## src/verilog/fault_protect_defines.vh

```
/*
 * Offsets, field positions, reset values and timing counts for the
 * regulator fault-protection block.
 * Assumes a 100 MHz core clock; included by bare name.
 */
`ifndef FAULT_PROTECT_DEFINES_VH
`define FAULT_PROTECT_DEFINES_VH

// Register offsets (16-bit registers, byte-style register address)
`define ADDR_OFFSET_CONTROL   8'h42
`define RELATIVE_THRESH_CFG   8'h5E
`define PROTECTION_CONFIG     8'h60
`define FAULT_STATUS_REG      8'h62

// Field positions
`define AOC_OFFSET_DISABLE    6
`define RTC_REL_OV_LSB        12
`define RTC_REL_OV_OVERRIDE   15
`define PC_FIXED_OV_LSB       0
`define PC_UV_RETRY_LSB       4
`define PC_UV_BLANK_LSB       10
`define PC_OV_BLANK_LSB       12
`define AOC_LOCK              7

// Reset values
`define AOC_RESET             16'h0000
`define RTC_RESET             16'h0000
`define PC_RESET              16'h0000

// Blanking select codes
`define BLANK_NONE            2'h0
`define BLANK_BOOT            2'h1
`define BLANK_UP              2'h2
`define BLANK_UP_DOWN         2'h3

// Fault responses
`define RESP_IGNORE           2'h0
`define RESP_SHUTDOWN         2'h1
`define RESP_RETRY_N          2'h2
`define RESP_RETRY_FOREVER    2'h3

// Timing
`define CLK_PERIOD_NS         10
`define UV_RETRY_STEP_US      1000
`define UV_RETRY_STEP_CYC     ((`UV_RETRY_STEP_US * 1000) / `CLK_PERIOD_NS)
`define BOOT_UV_FAULT_COUNT   4'hA
`define BOOT_UV_CLEAN_COUNT   2'h3
`define OV_RETRY_MAX          3'h6

// Fixed over-voltage levels in mV, ascending with the code; then UV check level and relative OV step in mV
`define FOV_MV_0              12'h320
`define FOV_MV_1              12'h3E8
`define FOV_MV_2              12'h4B0
`define FOV_MV_3              12'h546
`define FOV_MV_4              12'h5DC
`define FOV_MV_5              12'h708
`define FOV_MV_6              12'h898
`define FOV_MV_7              12'hB22
`define UV_CHECK_MV           12'h0FA
`define REL_OV_STEP_MV        12'h032

`endif

```

## src/verilog/fault_protect.v

```verilog
/*
 * Digital fault protection and reporting for a synchronous buck stage:
 * UV retry and blanking, fixed/relative OV, OT, boot UVLO, high-side
 * short, minimum off-time and target address forming.
 * Assumes voltages arrive as mV codes synchronous to clk, comparators
 * as synchronous levels, and a register port from the serial target.
 */
// Operation
// - Retry timer end: start if low and retry forever, else rewait
// - UV blanking select suppresses UV per code
// - OV blanking select suppresses OV per code
// - Fixed OV at boot, transitions, disabled; else relative
// - 3-bit field selects eight fixed OV thresholds
// - OV responses: ignore, shutdown, retry N, forever; fixed OV never retries
// - Relative OV threshold 50-400 mV in 50 mV
// - Override bit makes register threshold win
// - Fixed OV: flag, low-side on until threshold
// - Relative OV: flag, ramp target down, low-side on
// - OT responses ignore/shutdown/retry; held until reset unless retry forever
// - OT fault tri-states; retry below warning limit
// - Tenth boot UV cycle faults; three clean reset
// - Boot UV fault latches, sticky failure code
// - Check switch node while low-side is active
// - High-side short: outputs, low-side on, stop
// - High-side short sticky until power cycle
// - Configurable 7-bit address, lockable once set
// - Strap offset added to base address
// - Offset disable bit: 0 enables, 1 disables
// - Hold synchronous switch for minimum off-time
// - Report OC, OV, UV, OT, boot UVLO, supply UVLO
// - UV retry timer 1-8 ms, output tri-stated
// - Retry check against fixed 250 mV level
`timescale 1ns/1ps
`default_nettype none
`include "fault_protect_defines.vh"

module fault_protect #(
    parameter integer UV_STEP_CYCLES = `UV_RETRY_STEP_CYC,
    parameter integer MIN_OFF_CYCLES = 20
) (
    // Clock and synchronous reset (reset mirrors supply/enable cycling)
    input  wire        clk,
    input  wire        nrst,
    // Register port
    input  wire        reg_wr,
    input  wire [7:0]  reg_addr,
    input  wire [15:0] reg_wdata,
    output reg  [15:0] reg_rdata,
    // Operating context
    input  wire        enable_in,
    input  wire        boot_phase,
    input  wire        dynamic_voltage_transition,
    input  wire        transition_up,
    // Measurements and programmed values in mV
    input  wire [11:0] vout_mv,
    input  wire [11:0] voltage_target,
    input  wire [11:0] pmbus_rel_ov_mv,
    input  wire [11:0] uv_limit_mv,
    // Comparator levels and responses from the command layer
    input  wire        ot_fault_in,
    input  wire        ot_warn_in,
    input  wire        oc_fault_in,
    input  wire        vcc_uvlo_in,
    input  wire [1:0]  ov_response,
    input  wire [2:0]  ov_retry_limit,
    input  wire [1:0]  uv_response,
    input  wire [1:0]  ot_response,
    input  wire        pwm_cycle_end,
    input  wire        boot_uv_seen,
    input  wire        switch_node_high,
    input  wire        pwm_request,
    // Address forming
    input  wire [6:0]  base_addr,
    input  wire [6:0]  address_strap_pin,
    output reg  [6:0]  target_addr,
    // Power stage and status
    output reg         hs_on,
    output reg         ls_on,
    output reg         startup_req,
    output reg  [11:0] ramped_target,
    output reg         regulator_ready_out,
    output reg         catastrophic_fault_out_n,
    output reg         current_report_en,
    output reg  [5:0]  fault_report
);

    reg [15:0] aoc_ff, rtc_ff, pc_ff;
    reg [6:0]  addr_base_ff;
    reg        addr_locked_ff;
    reg        fov_act_ff, rov_act_ff, ov_latched_ff;
    reg [2:0]  ov_count_ff;
    reg        ot_act_ff, uv_wait_ff;
    reg [22:0] uv_timer_ff;
    reg [3:0]  boot_cnt_ff;
    reg [1:0]  clean_cnt_ff;
    reg        boot_fault_ff, hss_ff;
    reg [15:0] off_cnt_ff;
    reg [5:0]  sticky_code_ff;

    function blanked;
        input [1:0] sel;
        input       boot, dvt, up;
        begin
            case (sel)
                `BLANK_UP_DOWN: blanked = boot | dvt;
                `BLANK_UP:      blanked = boot | (dvt & up);
                `BLANK_BOOT:    blanked = boot;
                default:        blanked = 1'b0;
            endcase
        end
    endfunction

    function [11:0] fov_level;
        input [2:0] code;
        begin
            case (code)
                3'h0:    fov_level = `FOV_MV_0;
                3'h1:    fov_level = `FOV_MV_1;
                3'h2:    fov_level = `FOV_MV_2;
                3'h3:    fov_level = `FOV_MV_3;
                3'h4:    fov_level = `FOV_MV_4;
                3'h5:    fov_level = `FOV_MV_5;
                3'h6:    fov_level = `FOV_MV_6;
                default: fov_level = `FOV_MV_7;
            endcase
        end
    endfunction

    wire uv_blank = blanked(pc_ff[`PC_UV_BLANK_LSB+1:`PC_UV_BLANK_LSB], boot_phase,
                            dynamic_voltage_transition, transition_up);
    wire ov_blank = blanked(pc_ff[`PC_OV_BLANK_LSB+1:`PC_OV_BLANK_LSB], boot_phase,
                            dynamic_voltage_transition, transition_up);
    wire fixed_mode = boot_phase | dynamic_voltage_transition | ~enable_in;
    wire [11:0] fov_thr = fov_level(pc_ff[`PC_FIXED_OV_LSB+2:`PC_FIXED_OV_LSB]);
    wire [11:0] rel_reg_mv = ({9'h000, rtc_ff[`RTC_REL_OV_LSB+2:`RTC_REL_OV_LSB]}
                              + 12'h001) * `REL_OV_STEP_MV;
    wire [11:0] rel_mv = rtc_ff[`RTC_REL_OV_OVERRIDE] ? rel_reg_mv
                                                      : pmbus_rel_ov_mv;
    wire [12:0] rov_thr = {1'b0, voltage_target} + {1'b0, rel_mv};
    wire ov_ok = (ov_response != `RESP_IGNORE) & ~ov_blank & ~ov_latched_ff;
    wire fov_evt = ov_ok & fixed_mode & (vout_mv > fov_thr);
    wire rov_evt = ov_ok & ~fixed_mode & ({1'b0, vout_mv} > rov_thr);
    wire uv_evt = (uv_response != `RESP_IGNORE) & ~uv_blank & ~uv_wait_ff
                  & ~boot_phase & (vout_mv < uv_limit_mv);
    wire [22:0] uv_len = (23'h000001 + {20'h00000, pc_ff[`PC_UV_RETRY_LSB+2:`PC_UV_RETRY_LSB]})
                         * UV_STEP_CYCLES[22:0];
    wire stop_all = hss_ff | boot_fault_ff | ot_act_ff | uv_wait_ff | ov_latched_ff;

    // Registers; the lock bit freezes the address base once set
    always @(posedge clk) begin
        if (!nrst) begin
            aoc_ff         <= `AOC_RESET;
            rtc_ff         <= `RTC_RESET;
            pc_ff          <= `PC_RESET;
            addr_base_ff   <= 7'h00;
            addr_locked_ff <= 1'b0;
        end else if (reg_wr) begin
            case (reg_addr)
                `ADDR_OFFSET_CONTROL: begin
                    if (!addr_locked_ff) begin
                        aoc_ff         <= reg_wdata;
                        addr_base_ff   <= base_addr;
                        addr_locked_ff <= reg_wdata[`AOC_LOCK];
                    end
                end
                `RELATIVE_THRESH_CFG: rtc_ff <= reg_wdata;
                `PROTECTION_CONFIG:   pc_ff  <= reg_wdata;
                default: ;
            endcase
        end
    end

    always @* begin
        case (reg_addr)
            `ADDR_OFFSET_CONTROL: reg_rdata = aoc_ff;
            `RELATIVE_THRESH_CFG: reg_rdata = rtc_ff;
            `PROTECTION_CONFIG:   reg_rdata = pc_ff;
            `FAULT_STATUS_REG:    reg_rdata = {10'h000, sticky_code_ff};
            default:              reg_rdata = 16'h0000;
        endcase
    end

    // Protection state
    always @(posedge clk) begin
        if (!nrst) begin
            fov_act_ff <= 1'b0;
            rov_act_ff <= 1'b0;
            ov_latched_ff <= 1'b0;
            ov_count_ff <= 3'h0;
            ot_act_ff <= 1'b0;
            uv_wait_ff <= 1'b0;
            uv_timer_ff <= 23'h000000;
            boot_cnt_ff <= 4'h0;
            clean_cnt_ff <= 2'h0;
            boot_fault_ff <= 1'b0;
            hss_ff <= 1'b0;
            off_cnt_ff <= 16'h0000;
            sticky_code_ff <= 6'h00;
            ramped_target <= 12'h000;
            startup_req <= 1'b0;
        end else begin
            startup_req <= 1'b0;
            if (fov_evt) begin
                fov_act_ff <= 1'b1;
            end else if (fov_act_ff && vout_mv <= fov_thr) begin
                fov_act_ff <= 1'b0;
                ov_latched_ff <= 1'b1;
            end
            if (rov_evt && !rov_act_ff) begin
                rov_act_ff <= 1'b1;
                ramped_target <= voltage_target;
            end else if (rov_act_ff) begin
                // Ramp is one step per clock; the analog slew owns the real rate
                ramped_target <= (ramped_target > `REL_OV_STEP_MV) ?
                                 ramped_target - `REL_OV_STEP_MV : 12'h000;
                if (vout_mv <= ramped_target || ramped_target == 12'h000) begin
                    rov_act_ff <= 1'b0;
                    case (ov_response)
                        `RESP_SHUTDOWN: ov_latched_ff <= 1'b1;
                        `RESP_RETRY_N: begin
                            if (ov_count_ff >= ov_retry_limit ||
                                ov_count_ff >= `OV_RETRY_MAX)
                                ov_latched_ff <= 1'b1;
                            else
                                ov_count_ff <= ov_count_ff + 3'h1;
                        end
                        default: ;
                    endcase
                end
            end else begin
                ramped_target <= voltage_target;
            end
            // Temperature fault holds until reset unless the response is retry forever
            if (ot_response != `RESP_IGNORE && ot_fault_in)
                ot_act_ff <= 1'b1;
            else if (ot_act_ff && ot_response == `RESP_RETRY_FOREVER && !ot_warn_in)
                ot_act_ff <= 1'b0;
            if (uv_evt) begin
                uv_wait_ff <= 1'b1;
                uv_timer_ff <= uv_len;
            end else if (uv_wait_ff) begin
                if (uv_timer_ff > 23'h000001) begin
                    uv_timer_ff <= uv_timer_ff - 23'h000001;
                end else if (uv_response == `RESP_RETRY_FOREVER &&
                             vout_mv < `UV_CHECK_MV) begin
                    uv_wait_ff <= 1'b0;
                    startup_req <= 1'b1;
                end else begin
                    uv_timer_ff <= uv_len;
                end
            end
            if (pwm_cycle_end) begin
                if (boot_uv_seen) begin
                    clean_cnt_ff <= 2'h0;
                    if (boot_cnt_ff + 4'h1 >= `BOOT_UV_FAULT_COUNT)
                        boot_fault_ff <= 1'b1;
                    else
                        boot_cnt_ff <= boot_cnt_ff + 4'h1;
                end else if (clean_cnt_ff + 2'h1 >= `BOOT_UV_CLEAN_COUNT) begin
                    clean_cnt_ff <= 2'h0;
                    boot_cnt_ff <= 4'h0;
                end else begin
                    clean_cnt_ff <= clean_cnt_ff + 2'h1;
                end
            end
            if (ls_on && switch_node_high)
                hss_ff <= 1'b1;
            off_cnt_ff <= ls_on ? ((off_cnt_ff == 16'hFFFF) ? off_cnt_ff
                                   : off_cnt_ff + 16'h0001) : 16'h0000;
            sticky_code_ff <= sticky_code_ff | {vcc_uvlo_in, boot_fault_ff,
                              ot_act_ff, uv_wait_ff, fov_evt | rov_evt,
                              oc_fault_in};
        end
    end

    // Gate drive and status outputs
    always @(posedge clk) begin
        if (!nrst) begin
            hs_on <= 1'b0;
            ls_on <= 1'b0;
            regulator_ready_out <= 1'b0;
            catastrophic_fault_out_n <= 1'b1;
            current_report_en <= 1'b0;
            fault_report <= 6'h00;
            target_addr <= 7'h00;
        end else begin
            if (hss_ff) begin
                hs_on <= 1'b0;
                ls_on <= 1'b1;
            end else if (fov_act_ff || rov_act_ff) begin
                hs_on <= 1'b0;
                ls_on <= 1'b1;
            end else if (stop_all || !enable_in) begin
                hs_on <= 1'b0;
                ls_on <= 1'b0;
            end else if (pwm_request &&
                         off_cnt_ff >= MIN_OFF_CYCLES[15:0]) begin
                hs_on <= 1'b1;
                ls_on <= 1'b0;
            end else begin
                hs_on <= 1'b0;
                ls_on <= 1'b1;
            end
            regulator_ready_out <= enable_in & ~stop_all & ~fov_act_ff & ~rov_act_ff;
            catastrophic_fault_out_n <= ~(hss_ff | boot_fault_ff | ov_latched_ff);
            current_report_en <= ~hss_ff;
            fault_report <= sticky_code_ff;
            target_addr <= aoc_ff[`AOC_OFFSET_DISABLE] ? addr_base_ff
                           : addr_base_ff + address_strap_pin;
        end
    end

endmodule

`default_nettype wire

```

## config.mk

```make
export PLATFORM = sky130hd
export DESIGN_NAME = fault_protect
export DESIGN_NICKNAME = d
export VERILOG_FILES = /design/src/verilog/fault_protect.v
export VERILOG_INCLUDE_DIRS = /design/src /design/src/verilog
export SDC_FILE = /design/constraint.sdc
export NUM_CORES = 1
export LEC_CHECK = 0
export BUFFER_PORTS_ARGS = -buffer_cell sky130_fd_sc_hd__buf_2
export CAP_MARGIN = 5
export CORE_ASPECT_RATIO = 0.7
export CORE_MARGIN = 2
export CORE_UTILIZATION = 42
export DETAILED_ROUTE_END_ITERATION = 16
export HOLD_SLACK_MARGIN = 0.03
export PLACE_DENSITY = 0.73
export SLEW_MARGIN = 40
export SYNTH_ARGS = -nofsm -noshare
export SYNTH_HDL_FRONTEND = slang
export SYNTH_SLANG_ARGS = --single-unit
export TNS_END_PERCENT = 100
```

## constraint.sdc

```tcl
create_clock -name clk -period 7.8 [get_ports clk]
set_input_delay 0.39 -clock clk [delete_from_list [all_inputs] [get_ports clk]]
set_output_delay 0.39 -clock clk [all_outputs]
set_load 0.05 [all_outputs]
```

==> metrics.cfg <==
[yosys]
async_flop_share_pct = 0
ys.flop_type = dfxtp_1
avgSynthCellArea_um2 = 7.90
synth_edf_count = 0
ys_ff_latch = 148
yosysWarningCount = 0
syn_inst = 1222
synth_seq_area_share_pct = 30.7
yosysUniqueCellTypes = 79
syn_nets = 1443
syn_area_um2 = 9650

[cts]
clock_sinks = 148
htree_levels = 4
clk_latency_ns = 0.43
cts.clk_slew.worst_paths_ns = 0.06
post-cts-setup-buffers = 0
cts_root_buf = clkbuf_16
cts_buffer_depth = 2
cts_tree = built
post_cts_resized = 0
cts_buffers = 17
postCtsHoldBufs = 0

[critical_path]
critPathKind = reg -> reg
cp-start-kind = register
path_max_fanout = 6
worstPathRequired_ns = 8.10
critPathArrivalTime_ns = 4.75
rrSetupSlack_ns = 3.34
endpoint_kind = register

[timing]
hold_viol = 0
fmax_mhz = 224
setup_viol = 0
timing.final.max_slew_violations = 0
fin_crit_ns = 4.46
timing.slew.headroom_pct = 41.7
tns_ns = 0
tightest_slew_ns = 0.874
fin_crit_sh_pct = 57.1
rsz0062_at_grt = false
skew_ns = 0.00739

[final_layout]
layout_common_cells = nand2_1, buf_2, dfxtp_1
fin_area_um2 = 11300
layout.nets = 1576
layout-drive-gt1-share_pct = 16.2
fillCellCount = 2187
layout.cells.most_common = nand2_1
area_delta_synth_final_pct = 16.9

[detailed_routing]
vias = 9251
final_antenna_net_count = 0
drtIter0Drc = 656
route.detailed.drc = 0
viasPerCell = 5.50
drt-total-wl_um = 27900
drtPass1Iterations = 6
wl_per_cell_um = 16.6

[global_route]
grt_pass1_vias = 8334
antenna_found_initial = 3
grt_max_degree = 67
grt_usage_pct = 23.1
grt_pass1_wl_um = 43800
grt-ovfl-total = 0

[place]
gp_congestion = 0.895
dp_hpwl_um = 20900
io_buffers = 156
placedInstanceArea_um2 = 10700

[floorplanning]
die-area_um2 = 24200
rows = 46
start_util_pct = 42.7
die_y_um = 131
die-width_um = 185
ios = 157
coreArea_um2 = 22600

[power_and_ir_drop]
cellLeakagePower_uw = 0.00491
power_uw = 2570
p_per_area_nw_per_um2 = 228
irDropWorstVdd_mv = 0.199

[hold_path]
hold_path.class = in -> reg

[job]
cap_violations = 0

[outcome]
status = finished, final reports clean

-- per-layer routing --
layer  vias up  global-route usage [%]  part of all wire (%)
met5         -                       0                     0
met4         0                    5.51                   1.6
met3        29                    5.88                   8.8
met2       350                    33.2                    40
met1      4319                    34.3                    49
li1       4553                       -                     -
-- cell type report --
cell class / instances / area [um2] / area share (%)
Antenna cell: 3 / 7.51 / 0.0665
Clock buffer: 19 / 453 / 4.01
Clock inverter: 13 / 148 / 1.31
Inverter: 72 / 270 / 2.40
Multi-Input combinational cell: 954 / 6230 / 55.2
Sequential cell: 148 / 2960 / 26.3
Tap cell: 312 / 390 / 3.46
Timing Repair Buffer: 162 / 826 / 7.32
-- kinds of logic (layout without fill, tap and decap cells) --
group / after synthesis / in the layout / share of synthesized area, %
XOR/XNOR: 50 / 50 / 4.54
AND/OR/NAND/NOR: 491 / 491 / 24.4
buffers and inverters: 120 / 266 / 4.82
flip-flops: 148 / 148 / 30.7
multiplexers: 18 / 18 / 1.93
adder cells (fa/ha/maj): 111 / 111 / 14.7
AO/OA/AOI/OAI: 283 / 283 / 18.9
other: 1 / 4 / 0.0389
-- cell usage after synthesis (all sizes together), types with 9 or more instances --
cell type,instances,area (um2)
and3,9,56.3
nor4,12,118
xor2,18,158
xnor2,32,280
nand2,196,738
nor2,107,412
a211oi,9,67.6
a21oi,103,515
a22oi,12,90.1
o21ai,51,267
mux2i,13,130
dfxtp,148,2960
nor3,29,145
clkbuf,39,146
and2,23,144
ha,107,1340
buf,9,48.8
o21a,13,97.6
nand2b,9,56.3
o22ai,9,56.3
a21boi,12,90.1
a31oi,10,62.6
nor2b,27,169
inv,71,267
nand4,14,87.6
nand3,32,160
a21o,12,97.6
-- final timing paths --
| kind | startpoint | depth (start not counted) | endpoint |
|---|---|---|---|
| min | ot_response[1] | 2 | ot_act_ff |
| min reg2reg | rtc_ff[5] | 2 | rtc_ff[5] |
| max reg2reg | rtc_ff[12] | 18 | rov_act_ff |
| max | rtc_ff[12] | 18 | rov_act_ff |
-- worst max-delay path: stages (launching register included) --
cell,delay [ns]
dfxtp_1,0.36
ha_1,0.23
xnor2_1,0.22
inv_1,0.10
ha_1,0.35
fa_1,0.47
mux2_2,0.27
ha_1,0.32
a41oi_1,0.26
nor2_1,0.09
o21a_1,0.20
o41a_1,0.35
xnor2_1,0.14
ha_1,0.29
nand4_1,0.09
o311ai_0,0.32
nor3_1,0.09
nand3_1,0.11
o21ai_0,0.07
-- power breakdown --
group / internal (uW) / switching, uW
sequential: 813 / 73.8
clock: 494 / 356
combinational: 319 / 514
total: 1630 / 943
-- state kept, by name, summed over array words and instances (netlist names), 2 cells and up --
signal and count:
off_cnt_ff 16, rtc_ff 16, ov_count_ff 3, aoc_ff 16
boot_cnt_ff 4, uv_timer_ff 23, target_addr 7, pc_ff 16
fault_report 6, sticky_code_ff 6, addr_base_ff 7, clean_cnt_ff 2
ramped_target 12
-- per-stage QoR --
stage / instances / hold WS, ns / utilization (%) / setup WS [ns]
CTS: 1680 / 0.155 / 49.9 / 3.32
detailed placement: 1648 / 0.444 / 47.2 / 3.33
floorplan: 1222 / 0.422 / - / 3.68
finish: 1683 / 0.166 / 49.9 / 3.34
global placement: 1648 / 0.438 / 47.2 / 3.43
global route: 1681 / 0.157 / 49.9 / 3.01
(Power assumes the default switching activity.)
